## config.mk

```make
export PLATFORM = sky130hd
export DESIGN_NAME = agc_regs
export DESIGN_NICKNAME = d
export VERILOG_FILES = /design/src/agc_pkg.sv /design/src/agc_regs.sv
export SDC_FILE = /design/constraint.sdc
export NUM_CORES = 1
export LEC_CHECK = 0
export BUFFER_PORTS_ARGS = -buffer_cell sky130_fd_sc_hd__buf_4
export CORE_ASPECT_RATIO = 0.9
export CORE_MARGIN = 5
export CORE_UTILIZATION = 45
export CTS_CLUSTER_SIZE = 30
export DETAILED_ROUTE_END_ITERATION = 10
export PLACE_DENSITY = 0.8
export SLEW_MARGIN = 20
export SYNTH_ARGS = -nofsm -noshare
export SYNTH_HDL_FRONTEND = slang
export SYNTH_SLANG_ARGS = --single-unit
```

## constraint.sdc

```tcl
create_clock -name clk_sys -period 7 [get_ports clk_sys]
set_clock_uncertainty 0.15 [all_clocks]
set_input_delay 1.4 -clock clk_sys [delete_from_list [all_inputs] [get_ports clk_sys]]
set_output_delay 1.4 -clock clk_sys [all_outputs]
set_load 0.02 [all_outputs]
```

## src/agc_pkg.sv

```systemverilog
package agc_pkg;
    // register byte addresses: printed offsets are indexes, byte address = 4 * index
    localparam logic [3:0] IDX_Q_FULL_SCALE_TRIM = 4'hb;
    localparam logic [3:0] IDX_SAMPLE_PHASE_FINE = 4'he;
    localparam logic [3:0] IDX_SAMPLE_PHASE_COARSE = 4'hf;
    localparam logic [11:0] ADDR_Q_FULL_SCALE_TRIM = {2'h0, IDX_Q_FULL_SCALE_TRIM, 2'h0};
    localparam logic [11:0] ADDR_SAMPLE_PHASE_FINE = {2'h0, IDX_SAMPLE_PHASE_FINE, 2'h0};
    localparam logic [11:0] ADDR_SAMPLE_PHASE_COARSE = {2'h0, IDX_SAMPLE_PHASE_COARSE, 2'h0};
    // reset values of the whole words
    localparam logic [15:0] RST_Q_FULL_SCALE_TRIM = 16'h807f;
    localparam logic [15:0] RST_SAMPLE_PHASE_FINE = 16'h00ff;
    localparam logic [15:0] RST_SAMPLE_PHASE_COARSE = 16'h007f;
    // field positions
    localparam int GAIN_LSB = 7;
    localparam int GAIN_W = 9;
    localparam int FINE_LSB = 8;
    localparam int FINE_W = 8;
    localparam int POL_BIT = 15;
    localparam int COARSE_LSB = 10;
    localparam int COARSE_W = 5;
    localparam int INTER_LSB = 7;
    localparam int INTER_W = 3;
    // recommended gain window and nominal code
    localparam logic [8:0] GAIN_NOMINAL = 9'h100;
    localparam logic [8:0] GAIN_REC_MIN = 9'h0c0;
    localparam logic [8:0] GAIN_REC_MAX = 9'h1c0;
    // nominal step sizes in femtoseconds
    localparam int COARSE_STEP_FS = 65000;
    localparam int INTER_STEP_FS = 11000;
    localparam int MAX_COMBINED_FS = 2100000;

    typedef struct packed {
        logic [8:0] gain_trim;
        logic [7:0] fine_phase;
        logic clock_polarity_invert;
        logic [4:0] coarse_phase;
        logic [2:0] intermediate_phase_step;
    } agc_cfg_t;

    typedef struct packed {
        agc_cfg_t cfg;
        logic [15:0] gain_word;
        logic [15:0] fine_word;
        logic [15:0] coarse_word;
        logic pready;
        logic pslverr;
        logic gain_updated;
        logic gain_out_of_range;
        logic pad_violation;
        logic [11:0] coarse_delay_ps;
        logic gain_trim_active;
    } agc_state_t;
endpackage : agc_pkg

```

## src/agc_regs.sv

```systemverilog
`timescale 1ns/100ps
module agc_regs #(
    parameter int ADDR_W = 12
) (
    input wire logic clk_sys,
    input wire logic sys_rst,
    input wire logic extended_mode,
    input wire logic psel,
    input wire logic penable,
    input wire logic pwrite,
    input wire logic [ADDR_W-1:0] paddr,
    input wire logic [31:0] pwdata,
    input wire logic [3:0] pstrb,
    output logic [31:0] prdata,
    output logic pready,
    output logic pslverr,
    output logic [8:0] gain_trim,
    output logic gain_trim_active,
    output logic gain_updated,
    output logic gain_out_of_range,
    output logic [7:0] fine_phase,
    output logic clock_polarity_invert,
    output logic [4:0] coarse_phase,
    output logic [2:0] intermediate_phase_step,
    output logic [11:0] coarse_delay_ps,
    output logic pad_violation
);
    agc_pkg::agc_state_t s_q;
    agc_pkg::agc_state_t s_d;
    logic acc;
    logic hit_gain;
    logic hit_fine;
    logic hit_coarse;
    logic full_wr;

    // refuse address widths that cannot hold the map or exceed the bus
    if (ADDR_W < 6 || ADDR_W > 32) begin : g_addr_w_check
        $error("agc_regs: ADDR_W outside 6..32");
    end

    // decode of the access phase
    assign acc = psel && penable && !s_q.pready;
    assign full_wr = pwrite && (pstrb == 4'hf);
    assign hit_gain = paddr == ADDR_W'(agc_pkg::ADDR_Q_FULL_SCALE_TRIM);
    assign hit_fine = paddr == ADDR_W'(agc_pkg::ADDR_SAMPLE_PHASE_FINE);
    assign hit_coarse = paddr == ADDR_W'(agc_pkg::ADDR_SAMPLE_PHASE_COARSE);

    // next state: one wait state, then answer
    always_comb begin
        s_d = s_q;
        s_d.pready = acc;
        s_d.pslverr = 1'b0;
        s_d.gain_updated = 1'b0;
        // full-scale word only acts in extended control mode
        s_d.gain_trim_active = extended_mode;
        if (acc) begin
            // reads and unmapped or partial accesses are refused
            if (!full_wr || !(hit_gain || hit_fine || hit_coarse)) begin
                s_d.pslverr = 1'b1;
            end else if (hit_gain) begin
                s_d.gain_word = pwdata[15:0];
                s_d.cfg.gain_trim = pwdata[agc_pkg::GAIN_LSB +: agc_pkg::GAIN_W];
                s_d.gain_updated = 1'b1;
                s_d.gain_out_of_range = (pwdata[agc_pkg::GAIN_LSB +: agc_pkg::GAIN_W] < agc_pkg::GAIN_REC_MIN)
                    || (pwdata[agc_pkg::GAIN_LSB +: agc_pkg::GAIN_W] > agc_pkg::GAIN_REC_MAX);
                s_d.pad_violation = s_q.pad_violation || (pwdata[6:0] != 7'h7f);
            end else if (hit_fine) begin
                s_d.fine_word = pwdata[15:0];
                s_d.cfg.fine_phase = pwdata[agc_pkg::FINE_LSB +: agc_pkg::FINE_W];
                s_d.pad_violation = s_q.pad_violation || (pwdata[7:0] != 8'hff);
            end else begin
                s_d.coarse_word = pwdata[15:0];
                s_d.cfg.clock_polarity_invert = pwdata[agc_pkg::POL_BIT];
                s_d.cfg.coarse_phase = pwdata[agc_pkg::COARSE_LSB +: agc_pkg::COARSE_W];
                s_d.cfg.intermediate_phase_step = pwdata[agc_pkg::INTER_LSB +: agc_pkg::INTER_W];
                s_d.pad_violation = s_q.pad_violation || (pwdata[6:0] != 7'h7f);
            end
        end
        // nominal combined coarse delay in ps, 31*65+7*11 = 2092 near 2.1 ns
        s_d.coarse_delay_ps = 12'(({7'h0, s_d.cfg.coarse_phase} * 12'(agc_pkg::COARSE_STEP_FS / 1000))
            + ({9'h0, s_d.cfg.intermediate_phase_step} * 12'(agc_pkg::INTER_STEP_FS / 1000)));
    end

    // state register with reset to power-on values
    always_ff @(posedge clk_sys) begin
        if (sys_rst) begin
            s_q.gain_word <= agc_pkg::RST_Q_FULL_SCALE_TRIM;
            s_q.fine_word <= agc_pkg::RST_SAMPLE_PHASE_FINE;
            s_q.coarse_word <= agc_pkg::RST_SAMPLE_PHASE_COARSE;
            s_q.cfg.gain_trim <= agc_pkg::RST_Q_FULL_SCALE_TRIM[agc_pkg::GAIN_LSB +: agc_pkg::GAIN_W];
            s_q.cfg.fine_phase <= agc_pkg::RST_SAMPLE_PHASE_FINE[agc_pkg::FINE_LSB +: agc_pkg::FINE_W];
            s_q.cfg.clock_polarity_invert <= agc_pkg::RST_SAMPLE_PHASE_COARSE[agc_pkg::POL_BIT];
            s_q.cfg.coarse_phase <= agc_pkg::RST_SAMPLE_PHASE_COARSE[agc_pkg::COARSE_LSB +: agc_pkg::COARSE_W];
            s_q.cfg.intermediate_phase_step <= agc_pkg::RST_SAMPLE_PHASE_COARSE[agc_pkg::INTER_LSB +: agc_pkg::INTER_W];
            s_q.pready <= 1'b0;
            s_q.pslverr <= 1'b0;
            s_q.gain_updated <= 1'b0;
            s_q.gain_out_of_range <= 1'b0;
            s_q.pad_violation <= 1'b0;
            s_q.coarse_delay_ps <= 12'h0;
            s_q.gain_trim_active <= 1'b0;
        end else begin
            s_q <= s_d;
        end
    end

    // outputs straight from flops; write-only words read as zero
    assign prdata = 32'h0;
    assign pready = s_q.pready;
    assign pslverr = s_q.pslverr;
    assign gain_trim = s_q.cfg.gain_trim;
    assign gain_trim_active = s_q.gain_trim_active;
    assign gain_updated = s_q.gain_updated;
    assign gain_out_of_range = s_q.gain_out_of_range;
    assign fine_phase = s_q.cfg.fine_phase;
    assign clock_polarity_invert = s_q.cfg.clock_polarity_invert;
    assign coarse_phase = s_q.cfg.coarse_phase;
    assign intermediate_phase_step = s_q.cfg.intermediate_phase_step;
    assign coarse_delay_ps = s_q.coarse_delay_ps;
    assign pad_violation = s_q.pad_violation;

    // gain write shows up one cycle after the accepting edge
    gain_write_a: assert property (@(posedge clk_sys) disable iff (sys_rst)
        (acc && full_wr && hit_gain) |=> (gain_trim == $past(pwdata[15:7]) && gain_updated))
        else $error("gain trim not loaded");
    gain_reset_a: assert property (@(posedge clk_sys)
        sys_rst |=> (gain_trim == 9'h100 && fine_phase == 8'h00))
        else $error("reset values wrong");
    fine_write_a: assert property (@(posedge clk_sys) disable iff (sys_rst)
        (acc && full_wr && hit_fine) |=> (fine_phase == $past(pwdata[15:8])))
        else $error("fine phase not loaded");
    pol_write_a: assert property (@(posedge clk_sys) disable iff (sys_rst)
        (acc && full_wr && hit_coarse) |=> (clock_polarity_invert == $past(pwdata[15])))
        else $error("polarity not loaded");
    coarse_write_a: assert property (@(posedge clk_sys) disable iff (sys_rst)
        (acc && full_wr && hit_coarse) |=> (coarse_phase == $past(pwdata[14:10])
        && intermediate_phase_step == $past(pwdata[9:7])))
        else $error("coarse fields not loaded");
    delay_max_a: assert property (@(posedge clk_sys) disable iff (sys_rst)
        coarse_delay_ps <= 12'd2100)
        else $error("combined delay above 2.1 ns");
    hold_value_a: assert property (@(posedge clk_sys) disable iff (sys_rst)
        !(acc && full_wr && hit_gain) |=> $stable(gain_trim))
        else $error("gain changed without write");
    answer_time_a: assert property (@(posedge clk_sys) disable iff (sys_rst)
        (psel && penable && !pready) |=> pready ##1 !pready)
        else $error("apb answer not one cycle");

    // whole gain word kept as written
    word_store_a: assert property (@(posedge clk_sys) disable iff (sys_rst)
        (acc && full_wr && hit_gain)
        |=> (s_q.gain_word == $past(pwdata[15:0])))
        else $error("gain word not stored");

    // top code of the trim range loads unchanged
    gain_max_a: assert property (@(posedge clk_sys) disable iff (sys_rst)
        (acc && full_wr && hit_gain && pwdata[15:7] == 9'h1ff)
        |=> (gain_trim == 9'h1ff))
        else $error("maximum gain code lost");

    // bottom code of the trim range loads unchanged
    gain_min_a: assert property (@(posedge clk_sys) disable iff (sys_rst)
        (acc && full_wr && hit_gain && pwdata[15:7] == 9'h000)
        |=> (gain_trim == 9'h000))
        else $error("minimum gain code lost");

    // flag follows the recommended window
    gain_window_a: assert property (@(posedge clk_sys) disable iff (sys_rst)
        gain_out_of_range
        == ((gain_trim < agc_pkg::GAIN_REC_MIN) || (gain_trim > agc_pkg::GAIN_REC_MAX)))
        else $error("gain window flag wrong");

    // fine phase clears on reset
    fine_reset_a: assert property (@(posedge clk_sys)
        sys_rst
        |=> (fine_phase == 8'h00))
        else $error("fine phase reset wrong");

    // polarity clears on reset
    pol_reset_a: assert property (@(posedge clk_sys)
        sys_rst
        |=> !clock_polarity_invert)
        else $error("polarity reset wrong");

    // coarse step clears on reset
    coarse_reset_a: assert property (@(posedge clk_sys)
        sys_rst
        |=> (coarse_phase == 5'h00))
        else $error("coarse phase reset wrong");

    // intermediate step clears on reset
    inter_reset_a: assert property (@(posedge clk_sys)
        sys_rst
        |=> (intermediate_phase_step == 3'h0))
        else $error("intermediate step reset wrong");

    // intermediate step loads from its own field
    inter_write_a: assert property (@(posedge clk_sys) disable iff (sys_rst)
        (acc && full_wr && hit_coarse)
        |=> (intermediate_phase_step == $past(pwdata[9:7])))
        else $error("intermediate step not loaded");

    // delay figure matches the two fields
    delay_sum_a: assert property (@(posedge clk_sys) disable iff (sys_rst)
        coarse_delay_ps
        == (({7'h0, coarse_phase} * 12'd65) + ({9'h0, intermediate_phase_step} * 12'd11)))
        else $error("combined delay wrong");

    // fine phase holds between its writes
    fine_hold_a: assert property (@(posedge clk_sys) disable iff (sys_rst)
        !(acc && full_wr && hit_fine)
        |=> $stable(fine_phase))
        else $error("fine phase changed without write");

    // coarse word fields hold between writes
    coarse_hold_a: assert property (@(posedge clk_sys) disable iff (sys_rst)
        !(acc && full_wr && hit_coarse)
        |=> $stable({clock_polarity_invert, coarse_phase, intermediate_phase_step}))
        else $error("coarse word changed without write");

    // refused access answers with error and keeps gain trim and fine phase
    refuse_keep_a: assert property (@(posedge clk_sys) disable iff (sys_rst)
        (acc && !(full_wr && (hit_gain || hit_fine || hit_coarse)))
        |=> (pready && pslverr && $stable(gain_trim) && $stable(fine_phase)))
        else $error("refused access not handled");

    // accepted write answers without error
    write_ack_a: assert property (@(posedge clk_sys) disable iff (sys_rst)
        (acc && full_wr && (hit_gain || hit_fine || hit_coarse))
        |=> (pready && !pslverr))
        else $error("write not acknowledged");

    // ready is a single-cycle pulse
    ready_pulse_a: assert property (@(posedge clk_sys) disable iff (sys_rst)
        pready
        |=> !pready)
        else $error("ready held too long");

    // error only qualifies a ready
    error_qual_a: assert property (@(posedge clk_sys) disable iff (sys_rst)
        pslverr
        |-> pready)
        else $error("error without ready");

    // update pulse comes with a clean answer
    update_ack_a: assert property (@(posedge clk_sys) disable iff (sys_rst)
        gain_updated
        |-> (pready && !pslverr))
        else $error("update pulse without answer");

    // update pulse only after a gain write
    update_cause_a: assert property (@(posedge clk_sys) disable iff (sys_rst)
        gain_updated
        |-> $past(acc && full_wr && hit_gain))
        else $error("update pulse without gain write");

    // pad flag stays set until reset
    pad_sticky_a: assert property (@(posedge clk_sys) disable iff (sys_rst)
        pad_violation
        |=> pad_violation)
        else $error("pad flag cleared");

    // bad fine pads raise the flag
    pad_set_a: assert property (@(posedge clk_sys) disable iff (sys_rst)
        (acc && full_wr && hit_fine && pwdata[7:0] != 8'hff)
        |=> pad_violation)
        else $error("fine pad fault missed");

    // no answer without a selected transfer
    idle_quiet_a: assert property (@(posedge clk_sys) disable iff (sys_rst)
        !psel
        |=> !pready)
        else $error("answer while idle");

    // active flag follows the control mode
    mode_follow_a: assert property (@(posedge clk_sys) disable iff (sys_rst)
        !$past(sys_rst)
        |-> (gain_trim_active == $past(extended_mode)))
        else $error("mode flag wrong");

    // refused access never reports a gain update
    err_no_update_a: assert property (@(posedge clk_sys) disable iff (sys_rst)
        pslverr
        |-> !gain_updated)
        else $error("update on refused access");
endmodule : agc_regs

```

# ---- Yosys cells after proc, flatten, opt, wreduce, memory -nomap -nowiden
# Cells that the tools add are included.
dict set report word_totals {
  inputBits 54
  elab_cells 60
  output_inout_bits 76
  register_bits 92
}
dict set report classes {
  muxes 12
  n_eq_ne 6
  multipliers 2
  n_addsub 1
  n_reduce_logical 18
  magnitude_cmp 2
  n_bitwise 4
}
# cell count
set ops {}
lappend ops {{56-bit two-way mux} 2}
lappend ops {{16-bit two-way mux} 3}
lappend ops {{12-bit by 6-bit equality test with 1-bit output (second input constant)} 3}
lappend ops {{32-bit two-way mux} 1}
lappend ops {{8-bit two-way mux} 2}
lappend ops {{12-bit by 7-bit adder with 12-bit output} 1}
lappend ops {{5-bit by 7-bit multiplier with 12-bit output (second input constant)} 1}
lappend ops {{9-bit greater-than comparator (second input constant)} 1}
lappend ops {{9-bit by 8-bit less-than comparator with 1-bit output (second input constant)} 1}
lappend ops {{8-bit != test (second input constant)} 1}
lappend ops {{4-bit AND reduction} 2}
lappend ops {{3-bit by 4-bit multiplier with 7-bit output (second input constant)} 1}
lappend ops {{7-bit != test (second input constant)} 1}
lappend ops {{1-bit logical OR} 6}
lappend ops {{4-bit equality test (second input constant)} 1}
lappend ops {{1-bit inverter} 4}
lappend ops {{1-bit logical AND} 3}
lappend ops {{1-bit logical NOT} 3}
lappend ops {{1-bit two-way mux} 3}
lappend ops {{3-bit AND reduction} 1}
lappend ops {{3-bit OR reduction} 1}
lappend ops {{2-bit two-way mux} 1}
lappend ops {{2-bit AND reduction} 1}
lappend ops {{2-bit OR reduction} 1}

# ---- Depth between registers and ports, before layout
# Gate-level depths: netlist of the first run.
dict set report depth {
  ltp_word 9
  depth_mapped 17
  depth_no_buf 16
}

# ---- Least setup slack after synthesis of the first run
# OpenSTA, ideal clock, no wires.
dict set report synth_timing {
  path_type {input-to-reg}
  from {input port paddr[1]}
  to {register coarse_delay_ps[8] (netlist name)}
  stages 17
  path_slack_ns 1.702
  setup_time_ns 0.071
  arrival_time_ns 5.078
  path_buffers 1
  t_required_ns 6.779
  path_cell_list {nor4_2 > and3_1 > buf_6 > nand4_4 > mux2_2 > ha_1 > inv_1 > fa_1 > inv_1 > ha_1 > ha_1 > fa_1 > a31oi_1 > o21bai_1 > a21oi_1 > a21bo_2 > a21oi_1}
}
# item line_no
set synth_lines {}
lappend synth_lines {{start: declaration} agc_regs.sv:11} ;# input wire logic [ADDR_W-1:0] paddr,

==> results of run 1 <==
## area by class of cell
class,instances,area [µm²]
repair buffers,81,608.1
clock inverters,3,23.77
inverters,9,33.78
fillers,477,2180
well taps,67,83.83
multi-input cells,186,1345
clock buffers,5,68.82
flip-flops and latches,44,880.8
## metrics by stage
step	hold WS, ns	instance area [µm²]	setup WS (ns)
finish	0.3140	3044	1.393
CTS	0.3181	3044	1.384
global placement	0.2880	2952	1.127
global route	0.3456	3044	1.114
detailed placement	0.3045	2952	1.073
floorplan	0.3722	2531	1.702
## cells in the final DEF (no fill, tap or decap), types with 2 or more instances in the layout
master and count:
sky130_fd_sc_hd__mux2i_1 20, sky130_fd_sc_hd__fa_1 3, sky130_fd_sc_hd__xnor2_1 2, sky130_fd_sc_hd__clkbuf_8 5, sky130_fd_sc_hd__a21o_1 4, sky130_fd_sc_hd__dfxtp_1 44
sky130_fd_sc_hd__nor2b_1 9, sky130_fd_sc_hd__nor2_1 27, sky130_fd_sc_hd__and3_1 3, sky130_fd_sc_hd__nand2_1 5, sky130_fd_sc_hd__ha_1 19, sky130_fd_sc_hd__and2_1 7
sky130_fd_sc_hd__inv_1 8, sky130_fd_sc_hd__o21ai_1 3, sky130_fd_sc_hd__clkinvlp_4 2, sky130_fd_sc_hd__conb_1 32, sky130_fd_sc_hd__nor3_1 2, sky130_fd_sc_hd__nand4_1 4
sky130_fd_sc_hd__nand3_1 7, sky130_fd_sc_hd__xor2_1 3, sky130_fd_sc_hd__mux2_2 5, sky130_fd_sc_hd__buf_4 81, sky130_fd_sc_hd__a21oi_1 9
## power by group through the flow
stage,clock [W],sequential [W],combinational [W]
final,0.000163,0.000251,0.0000489
after global routing,0.000179,0.000251,0.0000527
after CTS,0.000168,0.000251,0.0000486
after detailed placement,0,0.000257,0.0000483
after global placement,0,0.000257,0.0000477
after floorplan,0,0.000258,0.0000386
## final timing paths
kind / from / to / slack [ns] / cells past startpoint
setup / recovery: paddr[1] / coarse_delay_ps[8] / 1.39 / 17
hold / removal: pad_violation / pad_violation / 0.31 / 2
setup reg to reg: pready / coarse_delay_ps[8] / 2.70 / 15
hold reg to reg: pad_violation / pad_violation / 0.31 / 2
## worst max-delay path, stage by stage
cell and delay, ns:
sky130_fd_sc_hd__buf_4 0.11, sky130_fd_sc_hd__nor4_2 0.28, sky130_fd_sc_hd__and3_1 0.46, sky130_fd_sc_hd__nand4_4 0.26, sky130_fd_sc_hd__mux2_2 0.38, sky130_fd_sc_hd__ha_1 0.28, sky130_fd_sc_hd__inv_1 0.05, sky130_fd_sc_hd__fa_1 0.49
sky130_fd_sc_hd__inv_1 0.05, sky130_fd_sc_hd__ha_1 0.28, sky130_fd_sc_hd__ha_1 0.23, sky130_fd_sc_hd__fa_1 0.41, sky130_fd_sc_hd__a31oi_1 0.28, sky130_fd_sc_hd__o21bai_1 0.10, sky130_fd_sc_hd__a21oi_1 0.25, sky130_fd_sc_hd__a21bo_2 0.25
sky130_fd_sc_hd__a21oi_1 0.12
## logic make-up (layout without fill, tap and decap cells)
| kind of cell | count (synthesis) | after routing |
|---|---|---|
| flops | 44 | 44 |
| simple gates | 74 | 74 |
| other cells | 1 | 32 |
| buf+inv | 47 | 98 |
| xor+xnor | 6 | 6 |
| fa+ha+maj | 22 | 22 |
| mux | 26 | 26 |
| compound gates | 26 | 26 |
## flip-flops by register name, indices dropped and copies added, names as in the netlist
signal and cells:
intermediate_phase_step 3, pready 1, gain_trim 9, gain_updated 1, coarse_delay_ps 12, gain_trim_active 1
pad_violation 1, clock_polarity_invert 1, coarse_phase 5, gain_out_of_range 1, pslverr 1, fine_phase 8
## metal layers
metal  up-vias  part of all wire, %  global-route usage [%]
met4         0                  1.0                   4.294
met2        69                   52                   26.86
met3         8                  8.1                   3.922
li1        944                    -                       -
met1       846                   39                   17.63
met5         -                    0                       0
==> metrics.md, run 1 <==
| Metric | Value |
|---|---|
| Type of the worst setup path | input port to register |
| Endpoints failing setup | 0 |
| Dpl cells | slightly below 400 |
| Fraction of the mapped netlist area in adder cells | 12.33% |
| Antenna violations before repair | 0 |
| Resize count post-CTS | 0 |
| Net Sw Frac | around a quarter |
| Largest fanout on the critical path | 10 |
| Cell type with the largest total area after synthesis | sky130_fd_sc_hd__dfxtp_1 |
| Number of non-filler instances in the completed layout | around 400 |
| Most numerous cell types in the synthesized netlist | sky130_fd_sc_hd__dfxtp_1 (44), sky130_fd_sc_hd__buf_4 (32), sky130_fd_sc_hd__nor2_1 (27) |
| Combinational family with the most area after synthesis | simple AND/OR/NAND/NOR gates |
| Share of the clock period used by the worst path after layout | approximately 80% |
| Share of Yosys cell area claimed by the top area cell type | 36.48% |
| Arrival time of the worst setup path | ~5.7 ns |
| Number of top-level design ports | 130 |
| Master cell of the clock root buffer | sky130_fd_sc_hd__clkbuf_8 |
| Leak pwr | between 1.5 and 2 nW |
| Library cells used by synthesis | between 40 and 50 |
| Most repeated cell in the gate-level netlist after synthesis | sky130_fd_sc_hd__dfxtp_1 |
| Fraction of final layout cells sized beyond drive strength 1 | 32.62% |
| Total Power Consumption | roughly 0.00046 W |
| Final critical delay including setup and external delays | 5.607 ns |
| CTS buffer count | 5 |
| Worst IR drop on VDD | approximately 0.000073 V |
| Number of input and output port buffers inserted | just over 80 |
| Via count of the first global-routing pass | between 1500 and 2000 |
| Post-Synthesis Cells | 246 |
| Number of H-tree levels | 2 |
| Post-synthesis to final-layout area growth | 26.06% |
| Critical Path Sink Type | register |
| Mux contribution to synthesized area | between 10% and 20% |
| Clock-pin slew of the registers on the worst-case setup and hold paths | 0.09 ns |
| Average wire per standard cell | approximately 13 µm |
| Worst Max-Slew Pin Slew | roughly 0.74 ns |
| Ys async rst share | 0% |
| Seq/Total Area, Yosys | 36.48% |
| Final layout net count | a little over 400 |
| Clock tree from TritonCTS | done |
| Placer congestion estimate | 0.7492 |
| Average size of a mapped cell | around 9.8 µm² |
| GR Overflow Total | 0 |
| Vertical extent of the die | roughly 79 µm |
| Row count | 25 |
| Status | completed |
| Number of buffers inserted by hold repair at cts | 0 |
| Flip-flop and latch count after synthesis | 44 |
| Power share of the sequential group | 54.3% |
| Total inserted antenna cells | 0 |
| Simple-gate share of the synthesized area | 17.62% |
| Count of final hold-check violations | 0 |
| Number of enable flip-flop cells after synthesis | 0 |
| Die width | between 80 and 90 µm |
| Setup repair after global routing missed its margin | no |
| 1st-iter DRT viols | 73 |
| Power density over the cells | between 150 and 200 nW/µm² |
| Largest net degree at the start of global routing | 36 |
| Wire length of the first global-routing pass | about 8.3 mm |
| Die Area | around 6900 µm² |
| Slew Limit Fails | 0 |
| Kind of start point of the critical path | input port |
| Required time worst endpoint | approximately 7 ns |
| Portion of total power attributed to the clock network | 35.2% |
| Bufs on Longest Clock Path | 2 |
| Residual antenna-violating net count after detailed routing | 0 |
| Effective utilization at floorplan | between 40% and 50% |
| Reported net switching power | between 0.0001 and 0.00015 W |
| Setup TNS Final | 0 ns |
| Parity-gate share of the synthesized area counting xor and xnor cells | under 10% |
| Proportion of power drawn by combinational gates | between 10% and 20% |
| Cell types occupying the most area after synthesis | sky130_fd_sc_hd__dfxtp_1 (36%), sky130_fd_sc_hd__buf_4 (9.9%), sky130_fd_sc_hd__ha_1 (9.8%) |
| # DRC | 0 |
| Maximum clock frequency | roughly 180 MHz |
| Vias | around 1900 |
| Cell internal power dissipation | between 0.0003 and 0.0004 W |
| Fraction of the mapped netlist area in compound gates | 7.047% |
| Gr usage total | 15.05% |
| Mean number of vias per cell | around 4.7 |
| Clock sinks | between 40 and 50 |
| Synthesized cell area | roughly 2400 µm² |
| Worst min path class | register to register |
| Final core utilization | approximately 58% |
| Warning count from the yosys run | 0 |
| Floorplan Core Area | roughly 5200 µm² |
| Placed wire-length estimate after detailed placement | approximately 4.2 mm |
| Number of violations of the max-capacitance limit | 0 |
| Slew headroom | 50.84% |
| Total Routed Length | about 5.3 mm |
| Setup fix buffers added after clock tree synthesis | 0 |
| Skew-Pair Late Insertion Delay | ~0.3 ns |
| Drt pass-1 iters | 4 |
| Main flop type after synthesis | sky130_fd_sc_hd__dfxtp_1 |
(Power assumes the default switching activity.)
==> run 2, diff against run 1 <==
clock period = 5.6 ns   (was 7 ns; I/O delays follow)
==> run 2 against run 1 <==
Against the previous run: clock power rose by 50%; via count fell by 0.27%; routed wire length rose by 2.3%; global-route usage rose by 0.15 points; non-clock buffer count rose by 2; setup slack got worse by 0.86 ns; combinational power rose by 25%; sequential power rose by 25%; die area did not move; final cell count rose by 0.51%; highest routed layer unchanged.
==> metrics.md, run 2 (synthesis gave the netlist of run 1 again) <==
| Metric | Value |
|---|---|
| Fraction of final layout cells sized beyond drive strength 1 | between 30% and 40% |
| Drt pass-1 iters | 4 |
| Endpoint of the lowest-slack register-to-register path | coarse_delay_ps[8] |
| Critical-path top delay cell | sky130_fd_sc_hd__fa_1 |
| Required time worst endpoint | between 5 and 6 ns |
| Flip-flop count of the largest register after layout | 12 |
| Total Routed Length | roughly 5.4 mm |
| Number of violations of the max-capacitance limit | 0 |
| Clock sinks | 44 |
| Antenna violations before repair | 0 |
| Count of cell instances traversed by the critical path | 17 |
| Kind of start point of the critical path | input port |
| Largest net degree at the start of global routing | 36 |
| Setup slack on the worst flop-to-flop path | about 1.3 ns |
| Status | completed |
| Number of cells on the worst hold path | 2 |
| Die Area | about 6900 µm² |
| WHS | around 0.30 ns |
| Power density over the cells | between 200 and 250 nW/µm² |
| CTS buffer count | 5 |
| 1st-iter DRT viols | between 40 and 50 |
| Effective utilization at floorplan | ~46% |
| Total Power Consumption | approximately 0.00062 W |
| Gr usage total | between 10% and 20% |
| Final critical delay including setup and external delays | approximately 5.1 ns |
| Crit-path leading delay family | adder cells |
| Mean number of vias per cell | 4.690 |
| Die width | 87.22 µm |
| R2R Path Start | pready |
| Sink of the worst hold path | pad_violation |
| Resize count post-CTS | 0 |
| Number of top-level design ports | 130 |
| Number of H-tree levels | 2 |
| Worst IR drop on VDD | approximately 0.000098 V |
| Number of buffers inserted by hold repair at cts | 0 |
| Crit-path max cell delay | ~0.5 ns |
| Average wire per standard cell | between 10 and 15 µm |
| Vertical extent of the die | 79.50 µm |
| Series of cell instances along the critical path | buf_4, nor4_2, and3_1, nand4_4, mux2_2, ha_1, inv_1, fa_1, inv_1, ha_1, ha_1, fa_1, a31oi_1, o21bai_1, a21oi_1, a21bo_2, a21oi_1 |
| Skew-Pair Late Insertion Delay | 0.29 ns |
| Hold_sp | pad_violation |
| Floorplan Core Area | 5224 µm² |
| Total inserted antenna cells | 0 |
| Number of buffers and inverters on the critical path | 3 |
| Setup repair after global routing missed its margin | no |
| Endpoints failing setup | 0 |
| Maximum clock frequency | slightly below 200 MHz |
| GR Overflow Total | 0 |
| Critical Path Sink Type | register |
| Via count of the first global-routing pass | roughly 1800 |
| Residual antenna-violating net count after detailed routing | 0 |
| Commonest cells after routing, fill and taps aside | sky130_fd_sc_hd__buf_4 (83), sky130_fd_sc_hd__dfxtp_1 (44), sky130_fd_sc_hd__conb_1 (32), sky130_fd_sc_hd__nor2_1 (27), sky130_fd_sc_hd__mux2i_1 (20) |
| Final layout net count | 405 |
| Most frequent cell on the critical path | sky130_fd_sc_hd__ha_1 |
| Type of the worst setup path | input port to register |
| Count of final hold-check violations | 0 |
| Post-synthesis to final-layout area growth | 27.67% |
| Placed wire-length estimate after detailed placement | 4.344 mm |
| Arrival time of the worst setup path | about 5.1 ns |
| Clock tree from TritonCTS | done |
| Setup TNS Final | 0 ns |
| Leak pwr | 1.717 nW |
| Share of the clock period used by the worst path after layout | between 90 and 100% |
| Row count | 25 |
| Number of input and output port buffers inserted | 81 |
| Setup fix buffers added after clock tree synthesis | 0 |
| Worst min path class | register to register |
| Most common library cell in the layout ignoring fill and taps | sky130_fd_sc_hd__buf_4 |
| Register ranked first by flip-flop count | coarse_delay_ps |
| Worst Max-Slew Pin Slew | 0.7465 ns |
| Clock-pin slew of the registers on the worst-case setup and hold paths | about 0.08 ns |
| Reg2reg path depth | 15 |
| Slew headroom | between 50 and 60% |
| Registers with the most flip-flops | coarse_delay_ps (12), gain_trim (9), fine_phase (8) |
| Bufs on Longest Clock Path | 2 |
| Largest fanout on the critical path | 5 |
| Placer congestion estimate | about 0.75 |
| Wire length of the first global-routing pass | roughly 8.4 mm |
| Vias | 1862 |
| Master cell of the clock root buffer | sky130_fd_sc_hd__clkbuf_8 |
| # DRC | 0 |
| Slew Limit Fails | 0 |
run 2: changes by cell type in the layout (fill, tap and decap cells not counted):
cell | before | now
sky130_fd_sc_hd__buf_4 | 81 | 83
sky130_fd_sc_hd__bufinv_16 | 0 | 1
sky130_fd_sc_hd__clkinv_4 | 1 | 2
sky130_fd_sc_hd__clkinvlp_4 | 2 | 0
run 2: layout make-up:
| type | instances | area, µm² |
|---|---|---|
| Clock buffer | 5 | 68.82 |
| Clock inverter | 3 | 47.55 |
| Fill cell | 468 | 2141 |
| Inverter | 9 | 33.78 |
| Multi-Input combinational cell | 186 | 1345 |
| Sequential cell | 44 | 880.8 |
| Tap cell | 67 | 83.83 |
| Timing Repair Buffer | 83 | 623.1 |
run 2: worst min-delay path, cell delays in order (launching register included):
cell and delay [ns]:
sky130_fd_sc_hd__dfxtp_1 0.32, sky130_fd_sc_hd__inv_1 0.05, sky130_fd_sc_hd__a21oi_1 0.05
run 2: how the worst max path moves through the flow:
stage	startpoint	endpoint	slack [ns]
2_1_floorplan	paddr[1]	coarse_delay_ps[8]	0.58
3_3_place_gp	paddr[1]	coarse_delay_ps[8]	0.30
3_5_place_dp	paddr[1]	coarse_delay_ps[8]	0.23
4_1_cts	paddr[1]	coarse_delay_ps[8]	0.53
5_1_grt	paddr[1]	coarse_delay_ps[8]	0.26
6_report	paddr[1]	coarse_delay_ps[8]	0.53
run 2: layer usage:
metal / GRT usage [%] / vias to the layer above / part of all wire, %
met5: 0 / - / 0
met1: 17.37 / 861 / 40
met4: 3.221 / 0 / 0.90
met3: 4.128 / 5 / 6.9
met2: 28.07 / 48 / 52
li1: - / 948 / -
run 2: per-stage QoR:
stage	std cells	util, %	setup slack (ns)	area, µm²
after floorplan	277	-	0.5818	2531
after global placement	389	56.79	0.3007	2967
after detailed placement	389	56.79	0.2320	2967
after CTS	397	59.02	0.5286	3083
after global routing	397	59.02	0.2619	3083
final	397	59.02	0.5284	3083
run 2: power breakdown:
part           switching [W]  internal [W]
Combinational      0.0000387     0.0000225
Sequential       0.000000354      0.000313
Clock               0.000111      0.000134
Total               0.000150      0.000470
==> run 3, diff against run 2 <==
--- a/config.mk
+++ b/config.mk
@@ -14,2 +14,3 @@
 export PLACE_DENSITY = 0.8
+export REMOVE_ABC_BUFFERS = 1
 export SLEW_MARGIN = 20
==> constraint.sdc (replaced) <==
create_clock -name clk_sys -period 5.6 [get_ports clk_sys]
set_clock_uncertainty 0.15 [all_clocks]
set_input_delay 0.28 -clock clk_sys [delete_from_list [all_inputs] [get_ports clk_sys]]
set_output_delay 0.28 -clock clk_sys [all_outputs]
set_load 0.02 [all_outputs]
==> run 3 against run 2 <==
Against the previous run: sequential power about the same; largest power group unchanged; utilization is 0.19 points lower; final cell count shrank 0.50%; register-to-register slack lost 0.05 ns; global-route usage fell by 0.19 points; critical endpoint unchanged; via count rose by 1.9%; maximum frequency grew 12%; clock power rose by 4%; worst hold slack got worse by 0.25 ns; power rose by 1.3%; combinational power barely moved; first-iteration DRC count up 64%.
==> metrics.md, run 3 (synthesis gave the netlist of run 1 again) <==
| Metric | Value |
|---|---|
| Die width | 87.22 µm |
| Total Power Consumption | roughly 0.00063 W |
| Number of cells on the worst hold path | 2 |
| Status | completed |
| Count of final hold-check violations | 0 |
| CTS buffer count | 5 |
| Arrival time of the worst setup path | around 4.6 ns |
| Placer congestion estimate | approximately 0.8 |
| Final critical delay including setup and external delays | between 4 and 5 ns |
| Total Routed Length | around 5.4 mm |
| Share of the clock period used by the worst path after layout | between 80 and 90% |
| Reg2reg path depth | 15 |
| Resize count post-CTS | 0 |
| Worst min path class | input port to register |
| Cell area after placement | about 3000 µm² |
| Type of the worst setup path | input port to register |
| Setup slack on the worst flop-to-flop path | between 1 and 1.5 ns |
| Placed wire-length estimate after detailed placement | between 4 and 5 mm |
| Die Area | ~7000 µm² |
| Largest fanout on the critical path | 10 |
| # DRC | 0 |
| Number of buffers inserted by hold repair at cts | 0 |
| Reported net switching power | approximately 0.00015 W |
| Critical-path top delay cell | sky130_fd_sc_hd__fa_1 |
| Proportion of power drawn by combinational gates | 9.8% |
| Cell internal power dissipation | between 0.0004 and 0.0005 W |
| Final layout net count | between 400 and 500 |
| 1st-iter DRT viols | between 70 and 80 |
| Endpoints failing setup | 0 |
| Clock tree from TritonCTS | done |
| Mean number of vias per cell | around 4.8 |
| Hold_sp | extended_mode |
| Worst Max-Slew Pin Slew | 0.7342 ns |
| Required time worst endpoint | approximately 5.7 ns |
| Post-synthesis to final-layout area growth | 27.25% |
| Via count of the first global-routing pass | between 1500 and 2000 |
| Number of H-tree levels | 2 |
| WHS | 0.05058 ns |
| Crit-path max cell delay | slightly below 0.5 ns |
| Wire length of the first global-routing pass | 8.307 mm |
| Setup TNS Final | 0 ns |
| Clock sinks | 44 |
| Series of cell instances along the critical path | buf_4, nor4_2, and3_1, nand4_4, mux2_2, ha_1, inv_1, fa_1, inv_1, ha_1, ha_1, fa_1, a31oi_1, o21bai_1, a21oi_1, a21bo_2, a21oi_1 |
| Slew headroom | between 50% and 60% |
| Leak pwr | roughly 1.7 nW |
| Most frequent cell on the critical path | sky130_fd_sc_hd__ha_1 |
| Number of violations of the max-capacitance limit | 0 |
| Maximum clock frequency | roughly 220 MHz |
| Net Sw Frac | about a quarter |
| GR Overflow Total | 0 |
| Antenna violations before repair | 0 |
| Critical Path Sink Type | register |
| Master cell of the clock root buffer | sky130_fd_sc_hd__clkbuf_8 |
| Total inserted antenna cells | 0 |
| Effective utilization at floorplan | 46.23% |
| Floorplan Core Area | about 5200 µm² |
| Power share of the sequential group | roughly 50% |
| Vias | about 1900 |
| Power density over the cells | a little over 200 nW/µm² |
| Bufs on Longest Clock Path | 2 |
| Largest net degree at the start of global routing | 36 |
| Portion of total power attributed to the clock network | just over 40% |
| Sequential cell area | 880.8 µm² |
| R2R Path Start | pready |
| Row count | 25 |
| Fraction of final layout cells sized beyond drive strength 1 | around 33% |
| Average wire per standard cell | between 10 and 15 µm |
| Register ranked first by flip-flop count | coarse_delay_ps |
| Drt pass-1 iters | 4 |
| Registers with the most flip-flops | coarse_delay_ps (12), gain_trim (9), fine_phase (8) |
| Fillcell total | approximately 460 |
| Slew Limit Fails | 0 |
| Vertical extent of the die | between 70 and 80 µm |
| Skew-Pair Late Insertion Delay | ~0.29 ns |
| Gr usage total | 15.01% |
| Flip-flop count of the largest register after layout | 12 |
| Most common library cell in the layout ignoring fill and taps | sky130_fd_sc_hd__buf_4 |
| Dpl cells | around 390 |
| Worst IR drop on VDD | approximately 0.00018 V |
| Post-route cell area | ~3000 µm² |
| Sink of the worst hold path | gain_trim_active |
| Residual antenna-violating net count after detailed routing | 0 |
| Setup repair after global routing missed its margin | no |
| Setup fix buffers added after clock tree synthesis | 0 |
| Number of input and output port buffers inserted | 81 |
| Number of non-filler instances in the completed layout | a little under 400 |
| Clock-pin slew of the registers on the worst-case setup and hold paths | ~0.08 ns |
| Multi-input gate area in the final layout | approximately 1300 µm² |
| Endpoint of the lowest-slack register-to-register path | coarse_delay_ps[8] |
| Number of top-level design ports | 130 |
| Kind of start point of the critical path | input port |
| Commonest cells after routing, fill and taps aside | sky130_fd_sc_hd__buf_4 (81), sky130_fd_sc_hd__dfxtp_1 (44), sky130_fd_sc_hd__conb_1 (32), sky130_fd_sc_hd__nor2_1 (27), sky130_fd_sc_hd__mux2i_1 (20) |
==> run 3: changes by cell type in the layout (fill, tap and decap cells not counted) <==
cell                       before  now
sky130_fd_sc_hd__buf_4         83   81
sky130_fd_sc_hd__clkbuf_8       5    6
sky130_fd_sc_hd__clkinv_4       2    1
==> run 3: worst max-delay path: cells and delay by family <==
family	cells	cell delay, ns
mux	1	0.38
buf+inv	3	0.20
fa+ha+maj	5	1.71
compound gates	5	1.02
simple gates	3	1.02
==> run 3: worst max path at each step <==
stage          cells past startpoint  slack [ns]     start                  to
5_1_grt                           17        0.80  paddr[1]  coarse_delay_ps[8]
6_report                          17        1.06  paddr[1]  coarse_delay_ps[8]
3_3_place_gp                      17        0.80  paddr[1]  coarse_delay_ps[8]
2_1_floorplan                     16        1.33  paddr[1]  coarse_delay_ps[8]
3_5_place_dp                      17        0.79  paddr[1]  coarse_delay_ps[8]
4_1_cts                           17        1.05  paddr[1]  coarse_delay_ps[8]
==> run 3: final cells by class <==
class                           count  area share, %
Multi-Input combinational cell    186          43.77
Timing Repair Buffer               81          19.79
Inverter                            9          1.099
Tap cell                           67          2.728
Clock inverter                      2          1.262
Sequential cell                    44          28.66
Clock buffer                        6          2.687
==> run 3: per-layer routing <==
layer	vias to the layer above	share of wire (%)	wire, µm	track usage [%]
li1	941	-	-	-
met2	80	47	2517	25.72
met5	-	0	0	0
met1	873	42	2238	18.27
met4	0	0.50	27	2.761
met3	4	11	601	5.263
==> run 3: power by group through the flow <==
stage / clock network [W] / logic [W] / registers (W)
final: 0.000254 / 0.0000615 / 0.000314
after floorplan: 0 / 0.0000278 / 0.000322
after global routing: 0.000280 / 0.0000664 / 0.000314
after global placement: 0 / 0.0000602 / 0.000321
after CTS: 0.000262 / 0.0000610 / 0.000314
after detailed placement: 0 / 0.0000607 / 0.000321
==> run 3: per-stage QoR <==
stage	setup WS [ns]	util [%]
after floorplan	1.327	-
after detailed placement	0.7868	56.50
after global placement	0.8002	56.50
after global routing	0.8029	58.83
after CTS	1.050	58.83
final	1.064	58.83
